## config.mk

```make
export PLATFORM = sky130hd
export DESIGN_NAME = plcsc_regs
export DESIGN_NICKNAME = d
export VERILOG_FILES = /design/src/core/plcsc_pkg.sv /design/src/core/plcsc_rw1c_flag.sv /design/src/core/plcsc_regs.sv
export SDC_FILE = /design/constraint.sdc
export NUM_CORES = 1
export LEC_CHECK = 0
export ABC_AREA = 1
export BUFFER_PORTS_ARGS = -buffer_cell sky130_fd_sc_hd__buf_2
export CAP_MARGIN = 0
export CORE_ASPECT_RATIO = 0.6
export CORE_UTILIZATION = 30
export DETAILED_ROUTE_END_ITERATION = 7
export HOLD_SLACK_MARGIN = 0.08
export PLACE_DENSITY = 0.62
export SYNTH_ARGS = -nofsm -noshare
export SYNTH_HDL_FRONTEND = slang
export SYNTH_SLANG_ARGS = --single-unit
```

## constraint.sdc

```tcl
create_clock -name sys_clk_i -period 4.4 [get_ports sys_clk_i]
set_clock_uncertainty 0.2 [all_clocks]
set_input_delay 0.88 -clock sys_clk_i [delete_from_list [all_inputs] [get_ports sys_clk_i]]
set_output_delay 0.88 -clock sys_clk_i [all_outputs]
set_load 0.02 [all_outputs]
```

## src/core/plcsc_pkg.sv

```systemverilog
/*
 Shared constants and carrier types for the link capability and link
 status/control register pair of one switch port.
 Assumes a single 10 MHz clock and a simple register access port.
*/
package plcsc_pkg;

   localparam logic [11:0] PLCSC_OFS_LINK_CAP    = 12'h074;
   localparam logic [11:0] PLCSC_OFS_LINK_STSCTL = 12'h078;

   // Capability and status field codes.
   localparam logic [3:0] PLCSC_SPEEDS_BOTH   = 4'h2;
   localparam logic [5:0] PLCSC_WIDTH_X1      = 6'h01;
   localparam logic [5:0] PLCSC_WIDTH_X2      = 6'h02;
   localparam logic [1:0] PLCSC_ASPM_SUP_BOTH = 2'h3;
   localparam logic [2:0] PLCSC_L0S_LAT_5G    = 3'h4;
   localparam logic [2:0] PLCSC_L0S_LAT_2G5   = 3'h5;
   localparam logic [2:0] PLCSC_L1_LAT_5G     = 3'h1;
   localparam logic [2:0] PLCSC_L1_LAT_2G5    = 3'h2;
   localparam logic [3:0] PLCSC_SPEED_2G5     = 4'h1;
   localparam logic [3:0] PLCSC_SPEED_5G      = 4'h2;

   // Field positions.
   localparam int PLCSC_BIT_SURPRISE   = 19;
   localparam int PLCSC_BIT_DLL_CAP    = 20;
   localparam int PLCSC_BIT_BWN_CAP    = 21;
   localparam int PLCSC_BIT_LINK_DIS   = 4;
   localparam int PLCSC_BIT_RETRAIN    = 5;
   localparam int PLCSC_BIT_COMMON_CLK = 6;
   localparam int PLCSC_BIT_EXT_SYNC   = 7;
   localparam int PLCSC_BIT_BWM_IE     = 10;
   localparam int PLCSC_BIT_ABW_IE     = 11;
   localparam int PLCSC_BIT_TRAINING   = 27;
   localparam int PLCSC_BIT_DLL_ACTIVE = 29;
   localparam int PLCSC_BIT_BWM_STS    = 30;
   localparam int PLCSC_BIT_ABW_STS    = 31;

   // Reset values of writable controls.
   localparam logic [1:0] PLCSC_ASPM_CTL_RST = 2'h0;
   localparam logic       PLCSC_SURPRISE_RST = 1'b1;

   // Ordered-set counts used with and without extended sync.
   localparam int unsigned PLCSC_EXT_FTS_COUNT = 4096;
   localparam int unsigned PLCSC_EXT_TS1_COUNT = 1024;
   localparam int unsigned PLCSC_STD_TS1_COUNT = 16;

   // Status inputs reported by the link training machine and data link layer.
   typedef struct packed {
      logic       link_up;
      logic       speed_5g;
      logic [5:0] width;
      logic       training;
      logic       dll_active;
      logic       fc_init_done;
      logic       retrain_done;
      logic       reliab_change;
      logic       auto_change;
      logic       went_down;
   } plcsc_link_sts_t;

   // Controls driven toward the link training machine.
   typedef struct packed {
      logic       link_disable;
      logic       retrain_pulse;
      logic       l0s_enable;
      logic       l1_enable;
      logic       rx_l0s_allow;
      logic       common_clk;
      logic       ext_sync;
      logic       surprise_en;
      logic       bwm_irq_req;
      logic       abw_irq_req;
   } plcsc_link_ctl_t;

endpackage

```

## src/core/plcsc_rw1c_flag.sv

```systemverilog
/*
 One write-one-to-clear event flag with an interrupt request output.
 Assumes the owner gates set events to ports where the flag exists.
*/
`timescale 1ns/1ps
module plcsc_rw1c_flag
(
   // Clock and reset
   input  wire logic sys_clk_i,
   input  wire logic rst_b_i,
   // Event and software clear
   input  wire logic set_i,
   input  wire logic clr_i,
   input  wire logic irq_en_i,
   // Flag and request
   output logic      flag_o,
   output logic      irq_o
);
   logic next_flag;

   // A set in the same cycle as the clear wins, so no event is lost.
   assign next_flag = set_i | (flag_o & ~clr_i);
   assign irq_o     = flag_o & irq_en_i;

   always_ff @(posedge sys_clk_i)
   begin
      if (!rst_b_i)
         flag_o <= 1'b0;
      else
         flag_o <= next_flag;
   end
endmodule

```

## src/core/plcsc_regs.sv

```systemverilog
/*
 Link capability and link status/control registers for one switch port.
 Assumes a synchronous register port with one-cycle write and read
 strobes, and status inputs from the link training machine.
*/
// Summary of operation
// - Supported-speeds field reads the code for 2.5 and 5.0 GT/s.
// - Maximum width is x1, or x2 on the upstream port when strapped so.
// - ASPM support field reads L0s and L1 supported.
// - L0s exit latency code follows current link speed.
// - L1 exit latency code follows current link speed.
// - Downstream surprise-down capability defaults one; clearing drops the surprise_en control toward the training machine.
// - Data-link-active reporting capability reads one downstream, zero upstream.
// - Bandwidth-notification capability reads one downstream, zero upstream.
// - Port number follows the port index; lane layout follows the configuration strap.
// - ASPM control selects none, L0s, L1 or both; resets to zero.
// - Receiver may always enter L0s regardless of ASPM control.
// - Link disable drives downstream link to Disabled; upstream reads zero.
// - Retrain reads zero; writing one downstream starts retraining.
// - Common-clock bit is software writable and resets to zero.
// - Extended sync selects 4096 FTS and 1024 TS1 ordered sets.
// - Two downstream enables gate bandwidth flag interrupts; both reset off.
// - Current speed reads one or two; defaults to the 2.5 GT/s code.
// - Negotiated width reads x1 when down; x2 only upstream.
// - Training bit shows requested downstream training in progress.
// - Data-link-active needs active layer, link up and flow control done.
// - Bandwidth-management flag sets on retrain done or reliability change.
// - Autonomous-bandwidth flag sets on non-reliability change without link down.
`timescale 1ns/1ps
module plcsc_regs
(
   // Clock and reset
   input  wire logic                       sys_clk_i,
   input  wire logic                       rst_b_i,
   // Port identity and strap
   input  wire logic [1:0]                 port_index_i,
   input  wire logic                       port_layout_strap_input_i,
   input  wire logic                       strap_override_valid_i,
   input  wire logic                       strap_override_i,
   input  wire logic                       surprise_override_we_i,
   input  wire logic                       surprise_override_i,
   // Register access
   input  wire logic                       reg_wr_i,
   input  wire logic                       reg_rd_i,
   input  wire logic [11:0]                reg_addr_i,
   input  wire logic [31:0]                reg_wdata_i,
   output logic [31:0]                     reg_rdata_o,
   output logic                            reg_rvalid_o,
   // Link side
   input  wire plcsc_pkg::plcsc_link_sts_t link_sts_i,
   output plcsc_pkg::plcsc_link_ctl_t      link_ctl_o,
   output logic [12:0]                     fts_count_o,
   output logic [10:0]                     ts1_count_o,
   output logic                            port_present_o
);
   import plcsc_pkg::*;

   logic        layout_sel;
   logic        strap_captured;
   logic [1:0]  aspm_ctl;
   logic        link_dis;
   logic        common_clk;
   logic        ext_sync;
   logic        bwm_ie;
   logic        abw_ie;
   logic        surprise_en;
   logic        retrain_pend;
   logic        bwm_flag;
   logic        abw_flag;
   logic        bwm_irq;
   logic        abw_irq;
   logic [1:0]  flag_set;
   logic [1:0]  flag_clr;
   logic [1:0]  flag_ie;
   logic [1:0]  flag_q;
   logic [1:0]  flag_irq;
   logic [31:0] next_rdata;

   // Decoding.
   wire         is_upstream = (port_index_i == 2'h0);
   wire         is_down     = ~is_upstream;
   wire         wr_cap      = reg_wr_i & (reg_addr_i == PLCSC_OFS_LINK_CAP);
   wire         wr_ctl      = reg_wr_i & (reg_addr_i == PLCSC_OFS_LINK_STSCTL);
   wire         rd_cap      = reg_addr_i == PLCSC_OFS_LINK_CAP;
   wire         rd_ctl      = reg_addr_i == PLCSC_OFS_LINK_STSCTL;

   // Layout one removes port 1 and widens port 0.
   wire         present     = ~(layout_sel & (port_index_i == 2'h1));
   wire [7:0]   port_num    = {6'h00, port_index_i};
   wire [5:0]   max_width   = (is_upstream & layout_sel) ? PLCSC_WIDTH_X2
                                                         : PLCSC_WIDTH_X1;

   // Speed reads the default code while the link is down rather than garbage.
   wire         fast_link   = link_sts_i.link_up & link_sts_i.speed_5g;
   wire [3:0]   cur_speed   = fast_link ? PLCSC_SPEED_5G : PLCSC_SPEED_2G5;

   // Latencies track speed; the FTS count follows extended sync, not speed.
   wire [2:0]   l0s_lat     = fast_link ? PLCSC_L0S_LAT_5G
                                        : PLCSC_L0S_LAT_2G5;
   wire [2:0]   l1_lat      = fast_link ? PLCSC_L1_LAT_5G
                                        : PLCSC_L1_LAT_2G5;
   wire         neg_x2      = is_upstream & link_sts_i.dll_active
                              & (link_sts_i.width == PLCSC_WIDTH_X2)
                              & (max_width == PLCSC_WIDTH_X2);
   wire [5:0]   neg_width   = neg_x2 ? PLCSC_WIDTH_X2 : PLCSC_WIDTH_X1;

   // Training shows a software request at once, before the machine picks it up.
   wire         training    = is_down & (retrain_pend | link_sts_i.training);
   // All three conditions are checked, so a stale layer flag cannot report a dead link.
   wire         dll_act     = is_down & link_sts_i.dll_active & link_sts_i.link_up
                              & link_sts_i.fc_init_done;

   // Flag events count only when the port did not pass through link down.
   wire         no_down     = is_down & ~link_sts_i.went_down;
   wire         bwm_set     = no_down & ((retrain_pend & link_sts_i.retrain_done)
                                         | link_sts_i.reliab_change);
   wire         abw_set     = no_down & link_sts_i.auto_change;
   wire         bwm_clr     = wr_ctl & reg_wdata_i[PLCSC_BIT_BWM_STS];
   wire         abw_clr     = wr_ctl & reg_wdata_i[PLCSC_BIT_ABW_STS];
   wire         retrain_req = wr_ctl & is_down & reg_wdata_i[PLCSC_BIT_RETRAIN];

   wire [31:0]  cap_word;
   wire [31:0]  ctl_word;

   // Capability word, most significant field first.
   assign cap_word = {port_num,
                      2'h0,
                      is_down,
                      is_down,
                      is_down & surprise_en,
                      1'b0,
                      l1_lat,
                      l0s_lat,
                      PLCSC_ASPM_SUP_BOTH,
                      max_width,
                      PLCSC_SPEEDS_BOTH};

   // Status half in the upper sixteen bits, control half in the lower.
   assign ctl_word = {abw_flag,
                      bwm_flag,
                      dll_act,
                      1'b0,
                      training,
                      1'b0,
                      neg_width,
                      cur_speed,
                      4'h0,
                      abw_ie,
                      bwm_ie,
                      2'h0,
                      ext_sync,
                      common_clk,
                      1'b0,
                      link_dis,
                      2'h0,
                      aspm_ctl};

   // A read in the same cycle as a write returns the value before the write.
   assign next_rdata = rd_cap ? cap_word : (rd_ctl ? ctl_word : 32'h0000_0000);

   // The strap is sampled once after reset release, never under reset.
   always_ff @(posedge sys_clk_i)
   begin
      if (!rst_b_i)
      begin
         strap_captured <= 1'b0;
         layout_sel     <= 1'b0;
      end
      else if (strap_override_valid_i)
      begin
         strap_captured <= 1'b1;
         layout_sel     <= strap_override_i;
      end
      else if (!strap_captured)
      begin
         strap_captured <= 1'b1;
         layout_sel     <= port_layout_strap_input_i;
      end
   end

   // Surprise-down capability is read-only to software; a side channel may clear it.
   always_ff @(posedge sys_clk_i)
   begin
      if (!rst_b_i)
         surprise_en <= PLCSC_SURPRISE_RST;
      else if (surprise_override_we_i)
         surprise_en <= surprise_override_i;
   end

   // One short register per control field; upstream forces its downstream-only
   // controls to zero at the write, so they also read back as zero.
   always_ff @(posedge sys_clk_i)
   begin
      if (!rst_b_i)
         aspm_ctl <= PLCSC_ASPM_CTL_RST;
      else if (wr_ctl)
         aspm_ctl <= reg_wdata_i[1:0];
   end

   always_ff @(posedge sys_clk_i)
   begin
      if (!rst_b_i)
         link_dis <= 1'b0;
      else if (wr_ctl)
         link_dis <= is_down & reg_wdata_i[PLCSC_BIT_LINK_DIS];
   end

   always_ff @(posedge sys_clk_i)
   begin
      if (!rst_b_i)
         common_clk <= 1'b0;
      else if (wr_ctl)
         common_clk <= reg_wdata_i[PLCSC_BIT_COMMON_CLK];
   end

   always_ff @(posedge sys_clk_i)
   begin
      if (!rst_b_i)
         ext_sync <= 1'b0;
      else if (wr_ctl)
         ext_sync <= reg_wdata_i[PLCSC_BIT_EXT_SYNC];
   end

   always_ff @(posedge sys_clk_i)
   begin
      if (!rst_b_i)
         bwm_ie <= 1'b0;
      else if (wr_ctl)
         bwm_ie <= is_down & reg_wdata_i[PLCSC_BIT_BWM_IE];
   end

   always_ff @(posedge sys_clk_i)
   begin
      if (!rst_b_i)
         abw_ie <= 1'b0;
      else if (wr_ctl)
         abw_ie <= is_down & reg_wdata_i[PLCSC_BIT_ABW_IE];
   end

   // The pending retrain lasts until the training machine reports it done or the link goes down.
   always_ff @(posedge sys_clk_i)
   begin
      if (!rst_b_i)
         retrain_pend <= 1'b0;
      else if (retrain_req)
         retrain_pend <= 1'b1;
      else if (link_sts_i.retrain_done | link_sts_i.went_down)
         retrain_pend <= 1'b0;
   end

   // Read data holds until the next read, so a slow master may pick it up late.
   always_ff @(posedge sys_clk_i)
   begin
      if (!rst_b_i)
         reg_rdata_o <= 32'h0000_0000;
      else if (reg_rd_i)
         reg_rdata_o <= next_rdata;
   end

   always_ff @(posedge sys_clk_i)
   begin
      if (!rst_b_i)
         reg_rvalid_o <= 1'b0;
      else
         reg_rvalid_o <= reg_rd_i;
   end

   // Entry 0 is the bandwidth-management flag and entry 1 the autonomous one.
   assign flag_set = {abw_set, bwm_set};
   assign flag_clr = {abw_clr, bwm_clr};
   assign flag_ie  = {abw_ie, bwm_ie};

   for (genvar g = 0; g < 2; g++)
   begin : g_flag
      plcsc_rw1c_flag u_flag
      (
         .sys_clk_i (sys_clk_i),
         .rst_b_i   (rst_b_i),
         .set_i     (flag_set[g]),
         .clr_i     (flag_clr[g]),
         .irq_en_i  (flag_ie[g]),
         .flag_o    (flag_q[g]),
         .irq_o     (flag_irq[g])
      );
   end

   assign bwm_flag = flag_q[0];
   assign abw_flag = flag_q[1];
   assign bwm_irq  = flag_irq[0];
   assign abw_irq  = flag_irq[1];

   // Control outputs toward the training machine.
   assign link_ctl_o.link_disable  = link_dis;
   assign link_ctl_o.retrain_pulse = retrain_req;
   assign link_ctl_o.l0s_enable    = aspm_ctl[0];
   assign link_ctl_o.l1_enable     = aspm_ctl[1];
   assign link_ctl_o.rx_l0s_allow  = 1'b1;
   assign link_ctl_o.common_clk    = common_clk;
   assign link_ctl_o.ext_sync      = ext_sync;
   assign link_ctl_o.surprise_en   = is_down & surprise_en;
   assign link_ctl_o.bwm_irq_req   = bwm_irq;
   assign link_ctl_o.abw_irq_req   = abw_irq;

   assign fts_count_o    = ext_sync ? 13'(PLCSC_EXT_FTS_COUNT) : 13'h0000;
   assign ts1_count_o    = ext_sync ? 11'(PLCSC_EXT_TS1_COUNT)
                                    : 11'(PLCSC_STD_TS1_COUNT);
   assign port_present_o = present;
endmodule

```

==> impl_metrics.py, run 1 <==
metrics = {
    "die": {
        "start_util_pct": 32.43,
        "die_w_um": 104.3,
        "core_area_um2": 5807,
        "std_cell_rows": 21,
        "die_area_um2": 6608,
        "pin_count": 138,
        "die_y_um": 63.37,
    },
    "power": {
        "p_total_mw": 0.7047,
        "pwr-share-comb_pct": 12.0,
        "cellLeakagePower_nw": 1.242,
        "switchingPower_mw": 0.1821,
        "seq_power_share_pct": 47.2,
        "clkPwrFrac_pct": 40.8,
        "p_sw_share_pct": 25.84,
        "peakVddDrop_v": 0.0001706,
        "p_int_mw": 0.5226,
        "powerDensity_nw_per_um2": 310.1,
    },
    "critical_path": {
        "end_kind": "output port",
        "crit_family": "simple AND/OR/NAND/NOR gates",
        "critPathLaunchType": "primary input",
        "r2r_start": "layout_sel",
        "cp_num_buf_inv": 5,
        "crit_slowest_cell": "nor2_4",
        "crit_arrival_ns": 2.05,
        "path_max_fanout": 12,
        "rr_worst_depth": 4,
        "critical_path_class": "primary input to output port",
        "rrSetupSlack_ns": 3.06,
        "cp_slowest_stage_delay_ns": 0.28,
        "r2r_end": "reg_rdata_o[21]",
        "required_ns": 3.32,
        "worstPathCellList": "buf_2 > inv_1 > nand2_4 > nor2_4 > inv_2 > nor2_4 > nand4_2 > inv_1 > buf_2",
    },
    "sta": {
        "max_freq_ghz": 0.3195,
        "period_share_pct": 71.14,
        "report.final.hold_viol_count": 0,
        "relSlewSlack_pct": 56.92,
        "finalSetupViolations": 0,
        "finalWorstSetupSlack_ns": 1.270,
        "hold_slack_ns": 0.2571,
        "worst_pin_slew_ns": 0.6455,
        "drv_slew": 0,
        "tns_ns": 0,
        "min_period_ns": 3.130,
        "rsz0062_at_grt": "false",
    },
    "status": {
        "outcome": "finished clean",
    },
    "clock_network": {
        "clock_sinks": 36,
        "cts_tree": "yes",
        "clockBufferDepth": 2,
        "cts_resized": 0,
        "clockRootBuffer": "clkbuf_8",
        "cts_made_buffers": 5,
        "ctsHoldBuffers": 0,
        "worstSkewPairLatency_ns": 0.28,
        "h-tree-depth": 2,
        "postCtsSetupRepairBufs": 0,
        "clk_pin_slew_worst_paths_ns": 0.07,
    },
    "place": {
        "dp_hpwl_um": 3786,
        "numPortBuffers": 83,
        "dp_cells": 406,
        "post-place-ws_ns": 1.257,
        "routabilityCongestion": 0.7819,
        "dpl_cell_area_um2": 2165,
    },
    "drt": {
        "viasPerCell": 4.234,
        "remaining_drc_errors": 0,
        "wl_per_cell_um": 11.70,
        "via_count": 1753,
        "wirelength_um": 4842,
        "drtAntennaViolNets": 0,
        "drt-initial-drc-count": 76,
        "firstDrtPassIters": 4,
    },
    "finish": {
        "syn2layout_area_growth_pct": 20.66,
        "fillCellCount": 643,
        "design_area_um2": 2272,
        "drive_above_1_share_pct": 30.84,
        "antennaDiodeCount": 0,
        "fin_nets": 403,
        "utilization_pct": 39.13,
        "fin_cells": 414,
    },
    "hold_path": {
        "min_to": "reg_rdata_o[30]",
        "hold_path_class": "flip-flop to flip-flop",
        "hold_path_depth": 2,
        "min-delay-start": "reg_rdata_o[30]",
    },
    "global_route": {
        "antenna_found_initial": 0,
        "grt-ovfl-total": 0,
        "grtUsageTotal_pct": 15.04,
        "grt_pass1_vias": 1582,
        "grt_pass1_wl_um": 7672,
        "grt_max_degree": 18,
    },
    "synthesis": {
        "synth.distinct_cells": 24,
        "syn-cell-area_um2": 1883,
        "ys_ff_latch": 36,
        "synth_warnings": 0,
        "yosysSeqAreaShare_pct": 38.27,
        "syn_avg_cell_area_um2": 7.299,
        "synthesis.instances": 258,
    },
    "job": {
        "drv_cap": 0,
    },
}
## registers in the layout (all words and copies together), names as in the netlist
signal / cells
reg_rdata_o: 22
aspm_ctl: 2
g_flag.u_flag.flag_o: 2
abw_ie: 1
bwm_ie: 1
common_clk: 1
ext_sync: 1
layout_sel: 1
link_dis: 1
reg_rvalid_o: 1
retrain_pend: 1
strap_captured: 1
surprise_en: 1
## worst register-to-register path, delay by kind of cell (launching register included)
family / cells / cell delay [ns]
AO/OA/AOI/OAI: 1 / 0.17
AND/OR/NAND/NOR: 3 / 0.52
flip-flops: 1 / 0.39
## synthesized netlist by cell type
cell type / number / area [um2]
nand2_1: 57 / 214.0
buf_4: 40 / 300.3
dfxtp_1: 36 / 720.7
inv_1: 29 / 108.9
nand3_1: 16 / 80.08
nor2_1: 16 / 60.06
a21oi_1: 11 / 55.05
nand4_1: 11 / 68.82
o21ai_0: 10 / 50.05
o21ai_1: 6 / 30.03
inv_2: 4 / 15.01
nor2_4: 3 / 33.78
o211ai_1: 3 / 22.52
buf_2: 2 / 10.01
buf_6: 2 / 22.52
conb_1: 2 / 7.510
nand2_2: 2 / 12.51
nor3_1: 2 / 10.01
clkbuf_8: 1 / 13.76
nand2_4: 1 / 11.26
nand3b_1: 1 / 7.510
nand4_2: 1 / 12.51
nor2_2: 1 / 6.260
nor3_2: 1 / 10.01
## layout by cell type (no fill, tap or decap)
cell,count
nand4_2,1
inv_2,4
clkinv_2,1
nor3_2,1
o211ai_1,3
nor2_2,1
nand3_1,16
nand4_1,11
a21oi_1,11
nor3_1,2
o21ai_0,10
nand2_4,1
inv_1,29
o21ai_1,6
dfxtp_1,36
nand2_1,57
clkbuf_8,5
nand2_2,2
nand3b_1,1
nor2_4,3
nor2_1,16
clkbuf_1,1
buf_2,83
bufinv_16,1
conb_1,32
## cells by family after synthesis
family	after synthesis	synth area share [%]
other cells	2	0.3988
simple gates	112	27.97
flops	36	38.27
compound gates	30	8.372
buf+inv	78	24.98
## power groups by stage
stage,Clock (mW),Combinational (mW),Sequential (mW)
2_1_floorplan,0,0.0724,0.341
3_5_place_dp,0,0.0841,0.341
5_1_grt,0.309,0.0934,0.334
6_report,0.287,0.0844,0.333
3_3_place_gp,0,0.0832,0.341
4_1_cts,0.295,0.0843,0.333
## worst max-delay path by stage
stage             startpoint             to  slack [ns]  depth (start not counted)
2_1_floorplan  reg_addr_i[0]  link_ctl_o[8]        1.60                          9
3_3_place_gp   reg_addr_i[0]  link_ctl_o[8]        1.27                          9
3_5_place_dp   reg_addr_i[0]  link_ctl_o[8]        1.26                          9
4_1_cts        reg_addr_i[0]  link_ctl_o[8]        1.25                          9
5_1_grt        reg_addr_i[0]  link_ctl_o[8]        1.11                          9
6_report       reg_addr_i[0]  link_ctl_o[8]        1.27                          9
## cell type report
type                    instances  area [um2]  share of cell area [%]
multi-input cells             174       804.5                   35.41
clock buffers                   6       72.57                   3.194
inverters                      33       123.9                   5.452
repair buffers                 83       415.4                   18.28
well taps                      80       100.1                   4.405
clock inverters                 2       35.03                   1.542
flip-flops and latches         36       720.7                   31.72
## layer usage
layer / up-vias / wire length (um) / track usage [%]
met1: 783 / 2491 / 21.80
met2: 75 / 1937 / 21.44
li1: 895 / - / -
met4: 0 / 0 / 2.143
met5: - / 0 / 0
met3: 0 / 413 / 5.383
No activity file was read; power rests on OpenSTA's default activity.
==> inputs of run 2 (changes only) <==
--- a/config.mk
+++ b/config.mk
@@ -12,7 +12,7 @@
 export CORE_UTILIZATION = 30
 export DETAILED_ROUTE_END_ITERATION = 7
 export HOLD_SLACK_MARGIN = 0.08
-export PLACE_DENSITY = 0.62
+export PLACE_DENSITY = 0.65
 export SYNTH_ARGS = -nofsm -noshare
 export SYNTH_HDL_FRONTEND = slang
 export SYNTH_SLANG_ARGS = --single-unit
==> constraint.sdc (replaced) <==
create_clock -name sys_clk_i -period 2.8 [get_ports sys_clk_i]
set_clock_uncertainty 0.2 [all_clocks]
set_input_delay 0.56 -clock sys_clk_i [delete_from_list [all_inputs] [get_ports sys_clk_i]]
set_output_delay 0.56 -clock sys_clk_i [all_outputs]
set_load 0.02 [all_outputs]
==> run 2 against run 1 <==
Cell count increased by 0.72%. First-iteration DRC count up 26%. Critical path depth is the same. Count of clock-buffer cells in the layout up 2. Core utilization increased by 0.086 points. Clock power increased by 30%. Die area stayed put. Critical endpoint unchanged. Flip-flop and latch count unchanged. Non-clock buffer count increased by 3.
==> impl_metrics.py, run 2 (same netlist as run 1, synthesis figures left out) <==
metrics = {
    "power": {
        "powerDensity_nw_per_um2": 453.8,
        "peakVddDrop_v": 0.0001582,
        "cellLeakagePower_nw": 1.248,
    },
    "critical_path": {
        "critPathLaunchType": "primary input",
        "crit_slowest_cell": "nor2_4",
        "path_max_fanout": 7,
        "critical_path_class": "primary input to output port",
        "required_ns": 2.04,
        "worstPathCellList": "buf_2 > inv_1 > nand2_4 > nor2_4 > inv_2 > nor2_4 > nand4_2 > inv_1 > buf_2",
        "r2r_start": "layout_sel",
        "crit_arrival_ns": 1.48,
        "end_kind": "output port",
        "cp_slowest_stage_delay_ns": 0.19,
        "crit_family": "buffers and inverters",
        "cp_num_buf_inv": 5,
        "critPathLaunch": "reg_addr_i[0]",
    },
    "place": {
        "routabilityCongestion": 0.7936,
        "numPortBuffers": 83,
        "dp_hpwl_um": 3931,
        "dp_cells": 409,
    },
    "die": {
        "die_area_um2": 6608,
        "die_y_um": 63.37,
        "die_w_um": 104.3,
        "pin_count": 138,
        "core_area_um2": 5807,
        "std_cell_rows": 21,
        "start_util_pct": 32.43,
    },
    "clock_network": {
        "postCtsSetupRepairBufs": 0,
        "clock_sinks": 36,
        "ctsHoldBuffers": 0,
        "clockRootBuffer": "clkbuf_8",
        "clk_pin_slew_worst_paths_ns": 0.07,
        "cts_resized": 0,
        "worstSkewPairLatency_ns": 0.28,
        "h-tree-depth": 2,
        "clockBufferDepth": 2,
        "cts_made_buffers": 5,
        "cts_tree": "yes",
    },
    "finish": {
        "fin_cells": 417,
        "fin_nets": 406,
        "fillCellCount": 634,
        "antennaDiodeCount": 0,
        "multi_input_area_um2": 804.5,
        "top_regs": "reg_rdata_o x22, aspm_ctl x2, g_flag.u_flag.flag_o x2",
        "syn2layout_area_growth_pct": 20.93,
        "layout_commonest_cell": "buf_2",
        "largest_register": "reg_rdata_o",
        "largest_reg_flops": 22,
        "final_cell_mix": "83 x buf_2, 57 x nand2_1, 36 x dfxtp_1",
        "regArea_um2": 720.7,
        "drive_above_1_share_pct": 31.16,
        "utilization_pct": 39.22,
    },
    "global_route": {
        "grt_pass1_vias": 1523,
        "grt_pass1_wl_um": 7576,
        "grtUsageTotal_pct": 15.02,
        "grt-ovfl-total": 0,
        "antenna_found_initial": 0,
        "grt_max_degree": 17,
    },
    "sta": {
        "hold_slack_ns": 0.2554,
        "relSlewSlack_pct": 56.46,
        "finalSetupViolations": 0,
        "tns_ns": 0,
        "max_freq_ghz": 0.4466,
        "report.final.hold_viol_count": 0,
        "period_share_pct": 79.96,
        "worst_pin_slew_ns": 0.6525,
        "drv_slew": 0,
        "min_period_ns": 2.239,
        "rsz0062_at_grt": "false",
    },
    "drt": {
        "wl_per_cell_um": 11.72,
        "viasPerCell": 4.221,
        "wirelength_um": 4886,
        "remaining_drc_errors": 0,
        "drtAntennaViolNets": 0,
        "firstDrtPassIters": 4,
        "drt-initial-drc-count": 96,
        "via_count": 1760,
    },
    "job": {
        "drv_cap": 0,
    },
    "status": {
        "outcome": "finished clean",
    },
    "hold_path": {
        "min-delay-start": "reg_rdata_o[12]",
        "hold_path_class": "flip-flop to flip-flop",
    },
}
-- run 2: area by class of cell --
cell class	instances	share of cell area, %
multi-input cells	174	35.33
inverters	33	5.440
flip-flops and latches	36	31.65
clock buffers	8	3.956
repair buffers	86	19.23
well taps	80	4.396
-- run 2: worst min-delay path, cell delays in order (launching register included) --
cell and delay, ns:
dfxtp_1 0.31, nand2_1 0.05, o21ai_1 0.05
-- run 2: path summary, 6_finish.rpt --
| path | to | depth (start not counted) | slack (ns) |
|---|---|---|---|
| max reg2reg | reg_rdata_o[21] | 4 | 1.42 |
| min reg2reg | reg_rdata_o[12] | 2 | 0.26 |
| min | reg_rdata_o[12] | 2 | 0.26 |
| max | link_ctl_o[8] | 9 | 0.56 |
-- run 2: per-stage QoR --
| step | power (mW) | worst slack, ns | cell area (um2) |
|---|---|---|---|
| 2_1_floorplan | 0.6499 | 0.6410 | 1996 |
| 3_3_place_gp | 0.6687 | 0.5640 | 2187 |
| 3_5_place_dp | 0.6700 | 0.5445 | 2187 |
| 4_1_cts | 1.046 | 0.5441 | 2277 |
| 5_1_grt | 1.087 | 0.4483 | 2277 |
| 6_report | 1.033 | 0.5611 | 2277 |
-- run 2: report_power, final --
part           switching [mW]  internal (mW)
registers             0.00502          0.519
clock network           0.174          0.201
logic                  0.0949         0.0402
-- run 2: per-layer routing --
metal	GRT usage [%]	wire length, um	vias to the layer above
met4	3.750	21	0
met3	5.176	408	3
met5	0	0	-
met2	20.03	1933	66
met1	22.39	2522	791
li1	-	-	900
